===== src/shared/ums_pkg.sv =====
// Package for the modem status input block: offsets, fields, reset values.
// Assumes one clock and a synchronous active-low reset.
package ums_pkg;
  // Port count and bus widths
  localparam int unsigned NUM_PORTS = 2;
  localparam int unsigned ADDR_W    = 8;

  // Register indices, byte address is four times the index
  localparam logic [2:0] REG_MSR0 = 3'h0;
  localparam logic [2:0] REG_MSR1 = 3'h1;
  localparam logic [2:0] REG_IER0 = 3'h2;
  localparam logic [2:0] REG_IER1 = 3'h3;
  localparam logic [2:0] REG_STAT = 3'h4;
  localparam logic [2:0] REG_MASK = 3'h5;
  localparam logic [2:0] REG_NONE = 3'h7;

  // Byte offsets
  localparam logic [7:0] OFS_MSR0 = 8'h00;
  localparam logic [7:0] OFS_MSR1 = 8'h04;
  localparam logic [7:0] OFS_IER0 = 8'h08;
  localparam logic [7:0] OFS_IER1 = 8'h0C;
  localparam logic [7:0] OFS_STAT = 8'h10;
  localparam logic [7:0] OFS_MASK = 8'h14;

  // Line positions: change flag at BIT, level at BIT plus LVL_OFS
  localparam int unsigned BIT_CTS = 0;
  localparam int unsigned BIT_DSR = 1;
  localparam int unsigned BIT_RI  = 2;
  localparam int unsigned BIT_DCD = 3;
  localparam int unsigned LVL_OFS = 4;
  localparam int unsigned IER_MSI = 3;

  // Synchroniser depth seen at the register
  localparam int unsigned SYNC_DEPTH = 3;

  // Reset values
  localparam logic [3:0] LINES_RST = 4'hF;
  localparam logic [7:0] IER_RST   = 8'h00;
  localparam logic [1:0] MASK_RST  = 2'h0;
  localparam logic [1:0] STAT_RST  = 2'h0;

  // Bus answers
  localparam logic [1:0] RESP_OKAY   = 2'h0;
  localparam logic [1:0] RESP_SLVERR = 2'h2;

  // Active-low modem lines of one port, in flag bit order
  typedef struct packed {
    logic dcd_n;
    logic ri_n;
    logic dsr_n;
    logic cts_n;
  } ums_lines_t;
endpackage


===== src/logic/ums_top.sv =====
// Modem status inputs of two serial ports behind an AXI4-Lite slave.
// Assumes one 125 MHz clock and a synchronous active-low reset.
//
// Behaviour
// - Two ports, separate lines, handled independently
// - Status bit 5 is inverted set-ready level
// - Set-ready rising edge sets bit 1
// - Status bit 7 is inverted carrier level
// - Carrier rising edge sets bit 3
// - Status bit 6 is inverted ring level
// - Ring rising edge sets bit 2
// - Enable bit 3 lets line changes interrupt
// - Status bit 4 is inverted clear-send level
// - Clear-send rising edge sets bit 0
// - Clear-send only status, never gates transmit
module ums_top (
  // Clock and reset
  input  wire logic        aclk,
  input  wire logic        aresetn,
  // AXI4-Lite write address
  input  wire logic [31:0] s_axi_awaddr,
  input  wire logic        s_axi_awvalid,
  output logic             s_axi_awready,
  // AXI4-Lite write data
  input  wire logic [31:0] s_axi_wdata,
  input  wire logic [3:0]  s_axi_wstrb,
  input  wire logic        s_axi_wvalid,
  output logic             s_axi_wready,
  // AXI4-Lite write response
  output logic [1:0]       s_axi_bresp,
  output logic             s_axi_bvalid,
  input  wire logic        s_axi_bready,
  // AXI4-Lite read address
  input  wire logic [31:0] s_axi_araddr,
  input  wire logic        s_axi_arvalid,
  output logic             s_axi_arready,
  // AXI4-Lite read data
  output logic [31:0]      s_axi_rdata,
  output logic [1:0]       s_axi_rresp,
  output logic             s_axi_rvalid,
  input  wire logic        s_axi_rready,
  // Port 0 modem lines
  input  wire logic        port0_set_ready_n,
  input  wire logic        port0_carrier_n,
  input  wire logic        port0_ring_n,
  input  wire logic        port0_clear_send_n,
  // Port 1 modem lines
  input  wire logic        port1_set_ready_n,
  input  wire logic        port1_carrier_n,
  input  wire logic        port1_ring_n,
  input  wire logic        port1_clear_send_n,
  // Interrupts
  output logic [1:0]       port_int,
  output logic             irq
);
  localparam int unsigned NP = ums_pkg::NUM_PORTS;

  // Address decode shared by both channels
  function automatic logic [2:0] reg_sel(input logic [31:0] a);
    logic [2:0] s;
    s = ums_pkg::REG_NONE;
    case (a[ums_pkg::ADDR_W-1:0])
      ums_pkg::OFS_MSR0: s = ums_pkg::REG_MSR0;
      ums_pkg::OFS_MSR1: s = ums_pkg::REG_MSR1;
      ums_pkg::OFS_IER0: s = ums_pkg::REG_IER0;
      ums_pkg::OFS_IER1: s = ums_pkg::REG_IER1;
      ums_pkg::OFS_STAT: s = ums_pkg::REG_STAT;
      ums_pkg::OFS_MASK: s = ums_pkg::REG_MASK;
      default:           s = ums_pkg::REG_NONE;
    endcase
    return s;
  endfunction

  ums_pkg::ums_lines_t lines_n [NP];
  logic [7:0]          modem_status_reg [NP];
  logic [NP-1:0]       chg;
  logic [NP-1:0]       rd_clr;

  // Write channel state
  logic        aw_q, aw_d, w_q, w_d, b_q, b_d;
  logic [31:0] awaddr_q, awaddr_d, wdata_q, wdata_d;
  logic [3:0]  wstrb_q, wstrb_d;
  logic [1:0]  bresp_q, bresp_d;
  logic        wr_fire, aw_hs, w_hs;
  logic [2:0]  wsel;

  // Read channel state
  logic        r_q, r_d, ar_hs;
  logic [31:0] rdata_q, rdata_d;
  logic [1:0]  rresp_q, rresp_d;
  logic [2:0]  rsel;

  // Software registers
  logic [7:0]    ier_q [NP];
  logic [7:0]    ier_d [NP];
  logic [NP-1:0] stat_q, stat_d, mask_q, mask_d;
  logic          wen_b0;

  // Pack each port's pins, identical lane order
  assign lines_n[0] = {port0_carrier_n, port0_ring_n, port0_set_ready_n, port0_clear_send_n};
  assign lines_n[1] = {port1_carrier_n, port1_ring_n, port1_set_ready_n, port1_clear_send_n};

  // One status block per port, read clear per port
  for (genvar p = 0; p < NP; p++) begin : g_port
    ums_port u_port (
      .aclk    (aclk),
      .aresetn (aresetn),
      .lines_n (lines_n[p]),
      .rd_clr  (rd_clr[p]),
      .modem_status_reg (modem_status_reg[p]),
      .chg     (chg[p])
    );
    assign rd_clr[p]   = ar_hs && (rsel == ums_pkg::REG_MSR0 + 3'(p));
    assign port_int[p] = ier_q[p][ums_pkg::IER_MSI] && (|modem_status_reg[p][3:0]);
  end
  // Clear-send feeds only status and interrupt paths

  // Handshake outputs
  assign aw_hs         = s_axi_awvalid && s_axi_awready;
  assign w_hs          = s_axi_wvalid && s_axi_wready;
  assign ar_hs         = s_axi_arvalid && s_axi_arready;
  assign s_axi_awready = !aw_q && !b_q;
  assign s_axi_wready  = !w_q && !b_q;
  assign s_axi_arready = !r_q;
  assign s_axi_bvalid  = b_q;
  assign s_axi_bresp   = bresp_q;
  assign s_axi_rvalid  = r_q;
  assign s_axi_rdata   = rdata_q;
  assign s_axi_rresp   = rresp_q;
  assign wsel          = reg_sel(awaddr_q);
  assign rsel          = reg_sel(s_axi_araddr);

  // Write channel: take address and data in any order
  always_comb begin
    aw_d     = aw_q;
    w_d      = w_q;
    b_d      = b_q;
    awaddr_d = awaddr_q;
    wdata_d  = wdata_q;
    wstrb_d  = wstrb_q;
    bresp_d  = bresp_q;
    wr_fire  = 1'b0;
    if (aw_hs) begin
      aw_d     = 1'b1;
      awaddr_d = s_axi_awaddr;
    end
    if (w_hs) begin
      w_d     = 1'b1;
      wdata_d = s_axi_wdata;
      wstrb_d = s_axi_wstrb;
    end
    if (b_q && s_axi_bready) begin
      b_d = 1'b0;
    end
    if (aw_q && w_q && !b_q) begin
      wr_fire = 1'b1;
      aw_d    = 1'b0;
      w_d     = 1'b0;
      b_d     = 1'b1;
      bresp_d = (wsel == ums_pkg::REG_NONE) ? ums_pkg::RESP_SLVERR : ums_pkg::RESP_OKAY;
    end
  end

  // Write channel registers
  always_ff @(posedge aclk) begin
    if (!aresetn) begin
      aw_q     <= 1'b0;
      w_q      <= 1'b0;
      b_q      <= 1'b0;
      awaddr_q <= 32'h0;
      wdata_q  <= 32'h0;
      wstrb_q  <= 4'h0;
      bresp_q  <= ums_pkg::RESP_OKAY;
    end else begin
      aw_q     <= aw_d;
      w_q      <= w_d;
      b_q      <= b_d;
      awaddr_q <= awaddr_d;
      wdata_q  <= wdata_d;
      wstrb_q  <= wstrb_d;
      bresp_q  <= bresp_d;
    end
  end

  // Enables, mask, sticky status with set over clear
  always_comb begin
    wen_b0 = wr_fire && wstrb_q[0];
    mask_d = (wen_b0 && wsel == ums_pkg::REG_MASK) ? wdata_q[NP-1:0] : mask_q;
    stat_d = stat_q;
    if (wen_b0 && wsel == ums_pkg::REG_STAT) begin
      stat_d = stat_q & ~wdata_q[NP-1:0];
    end
    for (int p = 0; p < NP; p++) begin
      ier_d[p] = (wen_b0 && wsel == ums_pkg::REG_IER0 + 3'(p)) ? wdata_q[7:0] : ier_q[p];
      if (chg[p] && ier_q[p][ums_pkg::IER_MSI]) begin
        stat_d[p] = 1'b1;
      end
    end
  end

  // Software register file
  always_ff @(posedge aclk) begin
    if (!aresetn) begin
      mask_q <= ums_pkg::MASK_RST;
      stat_q <= ums_pkg::STAT_RST;
      for (int p = 0; p < NP; p++) begin
        ier_q[p] <= ums_pkg::IER_RST;
      end
    end else begin
      mask_q <= mask_d;
      stat_q <= stat_d;
      for (int p = 0; p < NP; p++) begin
        ier_q[p] <= ier_d[p];
      end
    end
  end

  // Read channel: data sampled before the flags clear
  always_comb begin
    r_d     = r_q;
    rdata_d = rdata_q;
    rresp_d = rresp_q;
    if (r_q && s_axi_rready) begin
      r_d = 1'b0;
    end
    if (ar_hs) begin
      r_d     = 1'b1;
      rresp_d = ums_pkg::RESP_OKAY;
      case (rsel)
        ums_pkg::REG_MSR0: rdata_d = {24'h0, modem_status_reg[0]};
        ums_pkg::REG_MSR1: rdata_d = {24'h0, modem_status_reg[1]};
        ums_pkg::REG_IER0: rdata_d = {24'h0, ier_q[0]};
        ums_pkg::REG_IER1: rdata_d = {24'h0, ier_q[1]};
        ums_pkg::REG_STAT: rdata_d = {30'h0, stat_q};
        ums_pkg::REG_MASK: rdata_d = {30'h0, mask_q};
        default: begin
          rdata_d = 32'h0;
          rresp_d = ums_pkg::RESP_SLVERR;
        end
      endcase
    end
  end

  // Read channel registers
  always_ff @(posedge aclk) begin
    if (!aresetn) begin
      r_q     <= 1'b0;
      rdata_q <= 32'h0;
      rresp_q <= ums_pkg::RESP_OKAY;
    end else begin
      r_q     <= r_d;
      rdata_q <= rdata_d;
      rresp_q <= rresp_d;
    end
  end

  // Masked status onto one level output
  assign irq = |(stat_q & mask_q);

  property p_msi_set;
    @(posedge aclk) disable iff (!aresetn) chg[0] && ier_q[0][3] |=> stat_q[0];
  endproperty
  a_msi_set: assert property (p_msi_set) else $error("change did not set status");
  property p_msi_irq;
    @(posedge aclk) disable iff (!aresetn) chg[1] && ier_q[1][3] && mask_q[1] && !wr_fire |=> irq;
  endproperty
  a_msi_irq: assert property (p_msi_irq) else $error("unmasked change gave no irq");
  property p_msi_off;
    @(posedge aclk) disable iff (!aresetn) !ier_q[0][3] && !wr_fire |=> $stable(stat_q[0]) || !stat_q[0];
  endproperty
  a_msi_off: assert property (p_msi_off) else $error("status set while disabled");
  property p_indep;
    @(posedge aclk) disable iff (!aresetn) (|modem_status_reg[1][3:0]) && !rd_clr[1] |=> |modem_status_reg[1][3:0];
  endproperty
  a_indep: assert property (p_indep) else $error("port 1 flags lost");
  property p_int_drop;
    @(posedge aclk) disable iff (!aresetn) rd_clr[0] && !chg[0] |=> !port_int[0];
  endproperty
  a_int_drop: assert property (p_int_drop) else $error("port interrupt stayed after read");
  property p_bhold;
    @(posedge aclk) disable iff (!aresetn) s_axi_bvalid && !s_axi_bready |=> s_axi_bvalid;
  endproperty
  a_bhold: assert property (p_bhold) else $error("bvalid dropped early");
  property p_rlat;
    @(posedge aclk) disable iff (!aresetn) ar_hs |=> s_axi_rvalid ##0 !s_axi_arready;
  endproperty
  a_rlat: assert property (p_rlat) else $error("read answer late");
endmodule


===== src/logic/ums_port.sv =====
// One port's modem status: synchroniser, edge flags, status byte.
// Assumes rd_clr pulses one cycle when software reads the status byte.
module ums_port (
  // Clock and reset
  input  wire logic              aclk,
  input  wire logic              aresetn,
  // Modem lines, active low
  input  wire ums_pkg::ums_lines_t lines_n,
  // Register side
  input  wire logic              rd_clr,
  output logic [7:0]             modem_status_reg,
  output logic                   chg
);
  logic [3:0] s1_q, s1_d, s2_q, s2_d, s3_q, s3_d;
  logic [3:0] dl_q, dl_d, rise;

  // Sync chain, rising edge of each input, sticky flags
  always_comb begin
    s1_d = lines_n;
    s2_d = s1_q;
    s3_d = s2_q;
    rise = s2_q & ~s3_q;
    dl_d = rd_clr ? 4'h0 : dl_q;
    dl_d = dl_d | rise;
  end

  // Registers, lines idle high at reset
  always_ff @(posedge aclk) begin
    if (!aresetn) begin
      s1_q <= ums_pkg::LINES_RST;
      s2_q <= ums_pkg::LINES_RST;
      s3_q <= ums_pkg::LINES_RST;
      dl_q <= 4'h0;
    end else begin
      s1_q <= s1_d;
      s2_q <= s2_d;
      s3_q <= s3_d;
      dl_q <= dl_d;
    end
  end

  // Levels complemented, flags low nibble
  assign modem_status_reg = {~s3_q, dl_q};
  assign chg = |(s2_q ^ s3_q);

  property p_dsr_lvl;
    @(posedge aclk) disable iff (!aresetn) $past(aresetn, 3) |-> modem_status_reg[5] == !$past(lines_n.dsr_n, 3);
  endproperty
  a_dsr_lvl: assert property (p_dsr_lvl) else $error("dsr level bit wrong");
  property p_dcd_lvl;
    @(posedge aclk) disable iff (!aresetn) $past(aresetn, 3) |-> modem_status_reg[7] == !$past(lines_n.dcd_n, 3);
  endproperty
  a_dcd_lvl: assert property (p_dcd_lvl) else $error("dcd level bit wrong");
  property p_ri_lvl;
    @(posedge aclk) disable iff (!aresetn) $past(aresetn, 3) |-> modem_status_reg[6] == !$past(lines_n.ri_n, 3);
  endproperty
  a_ri_lvl: assert property (p_ri_lvl) else $error("ri level bit wrong");
  property p_cts_lvl;
    @(posedge aclk) disable iff (!aresetn) $past(aresetn, 3) |-> modem_status_reg[4] == !$past(lines_n.cts_n, 3);
  endproperty
  a_cts_lvl: assert property (p_cts_lvl) else $error("cts level bit wrong");
  property p_dsr_chg;
    @(posedge aclk) disable iff (!aresetn) $rose(s2_q[1]) |=> modem_status_reg[1];
  endproperty
  a_dsr_chg: assert property (p_dsr_chg) else $error("dsr flag not set");
  property p_dcd_chg;
    @(posedge aclk) disable iff (!aresetn) $rose(s2_q[3]) |=> modem_status_reg[3];
  endproperty
  a_dcd_chg: assert property (p_dcd_chg) else $error("dcd flag not set");
  property p_ri_chg;
    @(posedge aclk) disable iff (!aresetn) $rose(s2_q[2]) |=> modem_status_reg[2];
  endproperty
  a_ri_chg: assert property (p_ri_chg) else $error("ri flag not set");
  property p_cts_chg;
    @(posedge aclk) disable iff (!aresetn) $rose(s2_q[0]) |=> modem_status_reg[0];
  endproperty
  a_cts_chg: assert property (p_cts_chg) else $error("cts flag not set");
  property p_flag_cause;
    @(posedge aclk) disable iff (!aresetn) $rose(modem_status_reg[1]) |-> $past(s2_q[1] && !s3_q[1]);
  endproperty
  a_flag_cause: assert property (p_flag_cause) else $error("flag set without edge");
  property p_rd_clear;
    @(posedge aclk) disable iff (!aresetn) rd_clr && !(|rise) |=> modem_status_reg[3:0] == 4'h0;
  endproperty
  a_rd_clear: assert property (p_rd_clear) else $error("flags not cleared by read");
endmodule


===== config.mk =====
export PLATFORM = sky130hd
export DESIGN_NAME = ums_top
export DESIGN_NICKNAME = d
export VERILOG_FILES = /design/src/shared/ums_pkg.sv /design/src/logic/ums_top.sv /design/src/logic/ums_port.sv
export SDC_FILE = /design/constraint.sdc
export NUM_CORES = 1
export LEC_CHECK = 0
export ABC_AREA = 1
export BUFFER_PORTS_ARGS = -buffer_cell sky130_fd_sc_hd__buf_4
export CAP_MARGIN = 10
export CORE_ASPECT_RATIO = 1.5
export CORE_UTILIZATION = 43
export DETAILED_ROUTE_END_ITERATION = 6
export HOLD_SLACK_MARGIN = 0.12
export PLACE_DENSITY = 0.77
export SYNTH_ARGS = -nofsm -noshare
export SYNTH_HDL_FRONTEND = slang
export SYNTH_SLANG_ARGS = --single-unit

===== constraint.sdc =====
create_clock -name aclk -period 1.85 [get_ports aclk]
set_clock_uncertainty 0.2 [all_clocks]
set_input_delay 0.37 -clock aclk [delete_from_list [all_inputs] [get_ports aclk]]
set_output_delay 0.37 -clock aclk [all_outputs]
set_load 0.05 [all_outputs]

==> flow_metrics.tcl, run 1 <==
set metrics [dict create \
    antenna_cells 0 \
    hp-class "input pin to flop" \
    cp_slowest_cell "o41a_1" \
    drive_gt1_frac 0.288 \
    synth-edff-count 0 \
    reg2reg_from "w_q$_SDFFE_PP0P_" \
    swShare 0.251 \
    power.share.clock 0.388 \
    critPathLaunch "g_port[1].u_port.dl_q[1]$_SDFF_PN0_" \
    path_clk_slew_ns 0.06 \
    power.internal_mw 3.02 \
    fp.dieW_um 76.6 \
    antenna_found_initial 0 \
    synthCells 473 \
    grt_pass1_wl_mm 13.2 \
    holdPathEnd "wdata_q[2]$_SDFFE_PN0P_" \
    cp_max_fo 3 \
    grt-ovfl-total 0 \
    grt_setup_unrepaired "true" \
    std_cell_rows 40 \
    yosysSeqAreaShare 0.462 \
    fin_crit_ns 1.83 \
    grt_max_degree 44 \
    fin_crit_sh 0.987 \
    ir_drop_mv 0.704 \
    yosysWarnings 0 \
    dpl.hpwl_mm 5.69 \
    power.total_mw 4.04 \
    post-route-worst-setup-slack_ns 0.0245 \
    setup_viol 0 \
    via_per_inst 4.74 \
    grtUsageTotal 0.190 \
    crit_required_ns 1.28 \
    seq_power_share 0.473 \
    die_area_sq_mm 0.00873 \
    ios 159 \
    p_leak_nw 2.16 \
    end_kind "primary output" \
    vias 3244 \
    cts_htree_levels 3 \
    yosysUniqueCellTypes 27 \
    syn_area_sq_mm 0.00359 \
    cts.path.max_buffers 2 \
    drt-total-wl_mm 7.89 \
    p_per_area_mw_per_mm2 833 \
    hold_start "s_axi_wdata[2]" \
    clock.fmax_ghz 0.548 \
    path_class "flop to primary output" \
    cp_top_family "compound AO/OA/AOI/OAI gates" \
    cts_tree "built" \
    initial_core_util 0.446 \
    reg2reg_slack_ns 0.17 \
    fin_nets 704 \
    synth_top_area_share 0.462 \
    max-cap-violations 0 \
    core-area_sq_mm 0.00806 \
    cp_cell_sequence "o41a_1 > buf_6" \
    synth_seq_cells 83 \
    hold_viol 0 \
    cts.sinks 83 \
    async_reset_ff_frac 0 \
    insertion_delay_ns 0.33 \
    port_buffers 57 \
    drt_iter0_markers 105 \
    synth_area_leaders "dfxtp_1, nand2_1, a21oi_1" \
    synth_top_area_cell "dfxtp_1" \
    reg2reg_to "mask_q[1]$_SDFFE_PN0P_" \
    report.final.slew_viol_count 0 \
    cp-start-kind "flop" \
    grt_pass1_vias 3131 \
    ant_nets 0 \
    first_pass_iters 5 \
    outcome "finished, final reports clean" \
    r2r_cells 7 \
    syn_to_final_growth_pct 34.9 \
    p_switching_mw 1.01 \
    hold_depth 3 \
    root_buffer "clkbuf_16" \
    slowest_delay_ns 0.43 \
    avgSynthCellArea_sq_um 7.60 \
    pre_cts_slack_ns -0.325 \
    worst-endpoint-arrival_ns 1.26 \
    synthFlopType "dfxtp_1" \
    routedWlPerCell_um 11.5 \
    numCtsBuffers 9 \
    finalWeightedCongestion 0.921 \
    synth_common_cells "nand2_1, dfxtp_1, nor2_1" \
    final-seq-area_sq_mm 0.00167 \
    cp_num_buf_inv 1 \
    fillers 710 \
    synth_most_common_cell "nand2_1" \
    die_y_um 114 \
    comb_power_share 0.139 \
    drc 0 \
    multi_input_area_sq_mm 0.00174 \
]
## cell usage in the layout (no fill, tap or decap), drive strengths merged
cell type / n
a21oi: 47
buf: 86
clkbuf: 12
clkinv: 2
clkinvlp: 1
conb: 26
dfxtp: 83
dlygate4sd3: 19
ha: 11
inv: 41
nand2: 103
nand3: 13
nand4: 6
nor2: 65
nor3: 2
nor4: 3
o21a: 1
o21ai: 31
o22ai: 1
o41a: 1
o41ai: 1
or2: 24
## flip-flops by register name, indices dropped and copies added, names as in the netlist
signal,count
wdata_q,8
w_q,1
awaddr_q,8
g_port.u_port.s2_q,8
g_port.u_port.s3_q,8
mask_q,2
g_port.u_port.s1_q,8
s_axi_bresp,1
s_axi_bvalid,1
wstrb_q,1
stat_q,2
g_port.u_port.dl_q,8
ier_q,16
s_axi_rdata,8
s_axi_rresp,1
aw_q,1
s_axi_rvalid,1
## metal layers
layer / track usage / share of wire
met1: 0.196 / 0.40
met3: 0.0384 / 0.040
met4: 0.114 / 0.042
met5: 0 / 0
met2: 0.351 / 0.52
## power groups by stage
stage                     registers (mW)  clock network (mW)  logic (mW)
after floorplan                     1.96                   0       0.385
after global placement              1.94                   0       0.508
after detailed placement            1.95                   0       0.519
after CTS                           1.91                1.59       0.554
after global routing                1.92                1.67       0.614
final                               1.91                1.57       0.561
## worst reg2reg max path, stage by stage (launching register included)
cell and delay, ns:
dfxtp_1 0.37, inv_1 0.08, nor3_1 0.16, inv_1 0.09
nor2_2 0.16, nand4_1 0.22, o21ai_0 0.23, a21oi_1 0.07
## area by class of cell
| cell class | count | area share |
|---|---|---|
| inverter | 44 | 0.0380 |
| timing repair buffer | 105 | 0.180 |
| sequential | 83 | 0.344 |
| clock buffer | 12 | 0.0529 |
| tap | 105 | 0.0271 |
| multi-input combinational | 335 | 0.358 |
## worst max path at each step
stage                                        endpoint  cells after the start
after global placement    s_axi_rdata[7]$_SDFFE_PN0P_                     13
after CTS                                 port_int[1]                      2
final                                     port_int[1]                      2
after detailed placement  s_axi_rdata[2]$_SDFFE_PN0P_                     13
after floorplan           s_axi_rdata[2]$_SDFFE_PN0P_                     12
after global routing      s_axi_rdata[7]$_SDFFE_PN0P_                     13
## timing repair
item / in CTS / in global routing
setup endpoints to repair: 2 / 10
setup buffers: 1 / 3
resized for setup: 3 / 14
endpoints found under the hold margin: 19 / 0
pin swaps: 2 / 13
cloned: 0 / 0
hold buffers: 19 / 0
## through the flow
| step | hold slack [ns] | setup TNS (ns) | instances | cell area (sq um) | utilization |
|---|---|---|---|---|---|
| 2_1_floorplan | 0.193 | -0.291 | 498 | 3800 | - |
| 3_3_place_gp | 0.195 | -3.29 | 649 | 4320 | 0.537 |
| 3_5_place_dp | 0.198 | -3.77 | 649 | 4320 | 0.537 |
| 4_1_cts | 0.128 | 0 | 681 | 4780 | 0.594 |
| 5_1_grt | 0.158 | -0.328 | 684 | 4850 | 0.601 |
| 6_report | 0.127 | 0 | 684 | 4850 | 0.601 |
## cells by family (layout without fill, tap and decap cells)
logic type / Yosys count / in the layout / synth area share
AND/OR/NAND/NOR: 216 / 216 / 0.266
adder cells (fa/ha/maj): 11 / 11 / 0.0383
other: 1 / 26 / 0.00104
AO/OA/AOI/OAI: 82 / 82 / 0.121
buffers and inverters: 80 / 161 / 0.111
flip-flops: 83 / 83 / 0.462
(Power assumes the default switching activity.)
==> run 2, diff against run 1 <==
Settings changed: CTS_CLUSTER_SIZE set to 25, PLACE_DENSITY 0.77 to 0.76, SYNTH_HIERARCHICAL set to 1.
==> run 2 against run 1 <==
Effect of this change: the run now ends with negative setup slack left; first-iteration DRC count is 49% higher; non-clock buffer count is 5 higher; sequential power hardly changed; critical path type unchanged.
==> flow_metrics.tcl, run 2 <==
set metrics [dict create \
    insertion_delay_ns 0.33 \
    root_buffer "clkbuf_16" \
    regMostFlops "ier_q" \
    outcome "finished with violations" \
    p_per_area_mw_per_mm2 807 \
    hp-class "input pin to flop" \
    max-cap-violations 0 \
    syn_area_sq_mm 0.00374 \
    numCtsBuffers 9 \
    power.total_mw 4.11 \
    setup_viol 1 \
    ant_nets 0 \
    synth_seq_cells 83 \
    avgSynthCellArea_sq_um 7.88 \
    syn_to_final_growth_pct 36.2 \
    grtUsageTotal 0.190 \
    via_per_inst 4.76 \
    cp-start-kind "flop" \
    fin_nets 709 \
    slew-limit-headroom 0.591 \
    std_cell_rows 41 \
    yosysUniqueCellTypes 38 \
    clock.fmax_ghz 0.539 \
    core-area_sq_mm 0.00841 \
    r2r_cells 10 \
    port_buffers 57 \
    cts.path.max_buffers 2 \
    grt-ovfl-total 0 \
    cts_tree "built" \
    die_y_um 116 \
    vias 3311 \
    final_cell_count_no_fill 696 \
    grt_pass1_vias 3063 \
    yosysSeqAreaShare 0.444 \
    synth_area_leaders "dfxtp_1, nand2_1, a21oi_1" \
    drc 0 \
    worstMarginPinSlew_ns 0.612 \
    post-route-worst-setup-slack_ns -0.00607 \
    cts_htree_levels 3 \
    path_clk_slew_ns 0.06 \
    dp_cells 658 \
    grt_setup_unrepaired "true" \
    synth-edff-count 0 \
    p_leak_nw 2.27 \
    fp.dieW_um 78.2 \
    cts.sinks 83 \
    report.final.slew_viol_count 0 \
    synthFlopType "dfxtp_1" \
    final_common_cell "buf_4" \
    ir_drop_mv 0.794 \
    initial_core_util 0.445 \
    final_cell_mix "buf_4, dfxtp_1, nand2_1" \
    crit_required_ns 1.28 \
    synth_common_cells "dfxtp_1, nand2_1, inv_1" \
    yosysWarnings 6 \
    async_reset_ff_frac 0 \
    ios 159 \
    fillers 727 \
    hold_depth 3 \
    fin_crit_ns 1.86 \
    end_kind "primary output" \
    synth_top_area_share 0.444 \
    cp_max_fo 3 \
    die_area_sq_mm 0.00909 \
    placed_area_sq_mm 0.00445 \
    design_area_sq_mm 0.00510 \
    drt_iter0_markers 156 \
    finalWeightedCongestion 0.869 \
    synth_top_area_cell "dfxtp_1" \
    synth_most_common_cell "dfxtp_1" \
    path_class "flop to primary output" \
    first_pass_iters 5 \
    synthCells 475 \
    grt_max_degree 30 \
    hold_viol 0 \
    violations "negative setup slack" \
    antenna_cells 0 \
    grt_pass1_wl_mm 13.4 \
    routedWlPerCell_um 12.0 \
    fin_crit_sh 1.00 \
    antenna_found_initial 0 \
    dpl.hpwl_mm 5.87 \
    drive_gt1_frac 0.319 \
    largest_register_ffs 16 \
    worst-endpoint-arrival_ns 1.29 \
    drt-total-wl_mm 8.37 \
]
[run 2: changes by cell type in the layout (fill, tap and decap cells not counted), sizes merged, moves of 4 or more]
cell	change
buf	+8
inv	+24
nand2	-29
nand3	+4
nor2	-14
o21ai	+10
[run 2: stage by stage]
stage	setup TNS (ns)	worst slack, ns	hold WS, ns	utilization
after global routing	-0.458	-0.0934	0.141	0.606
after floorplan	-1.83	-0.157	0.193	-
after global placement	-4.65	-0.389	0.197	0.529
after detailed placement	-4.81	-0.417	0.198	0.529
after CTS	-0.0117	-0.0117	0.131	0.588
final	-0.00607	-0.00607	0.126	0.606
[run 2: per-layer routing]
| layer | vias to the layer above | part of all wire | track usage |
|---|---|---|---|
| li1 | 1690 | - | - |
| met4 | 0 | 0.037 | 0.135 |
| met1 | 1498 | 0.38 | 0.198 |
| met3 | 22 | 0.045 | 0.0383 |
| met5 | - | 0 | 0 |
| met2 | 101 | 0.54 | 0.341 |
[run 2: area by class of cell]
cell class / instances / area [sq um] / share of cell area
Multi-Input combinational cell: 313 / 1840 / 0.361
Sequential cell: 83 / 1670 / 0.327
Timing Repair Buffer: 110 / 923 / 0.181
Inverter: 67 / 268 / 0.0525
Clock buffer: 12 / 236 / 0.0464
Tap cell: 107 / 134 / 0.0263
Clock inverter: 4 / 27.5 / 0.00540
[run 2: what timing repair did]
item                       CTS  global route
pin swaps                    8            22
cloned                       0             0
hold buffers                16             0
buffers inserted             3             3
setup endpoints to repair   14            17
gates resized for setup     11            40
hold endpoints to repair    16             0
[run 2: path summary, 6_finish.rpt]
kind | to | slack (ns) | startpoint
worst min register to register | g_port[1].u_port/s2_q[3]$_SDFF_PN1_ | 0.21 | g_port[1].u_port/s1_q[3]$_SDFF_PN1_
worst min-delay path | wdata_q[7]$_SDFFE_PN0P_ | 0.13 | s_axi_wdata[7]
worst max-delay path | port_int[1] | -0.006 | g_port[1].u_port/dl_q[1]$_SDFF_PN0_
worst max register to register | ier_q[0][10]$_SDFFE_PN0P_ | 0.14 | w_q$_SDFFE_PP0P_
[run 2: worst max-delay path: stages, from the launching register on]
cell and delay [ns]:
dfxtp_2 0.33, o41a_1 0.45, buf_6 0.17
[run 2: kinds of logic (layout without fill, tap and decap cells)]
kind of cell | count (synthesis) | count (layout) | share of synthesized area
AO/OA/AOI/OAI | 94 | 94 | 0.132
AND/OR/NAND/NOR | 183 | 183 | 0.254
other | 1 | 26 | 0.00100
buffers and inverters | 104 | 193 | 0.136
adder cells (fa/ha/maj) | 10 | 10 | 0.0334
flip-flops | 83 | 83 | 0.444
[run 2: power by group]
| group | total, mW | switching, mW | internal (mW) |
|---|---|---|---|
| registers | 1.90 | 0.0402 | 1.86 |
| clock network | 1.58 | 0.674 | 0.907 |
| logic | 0.629 | 0.400 | 0.230 |
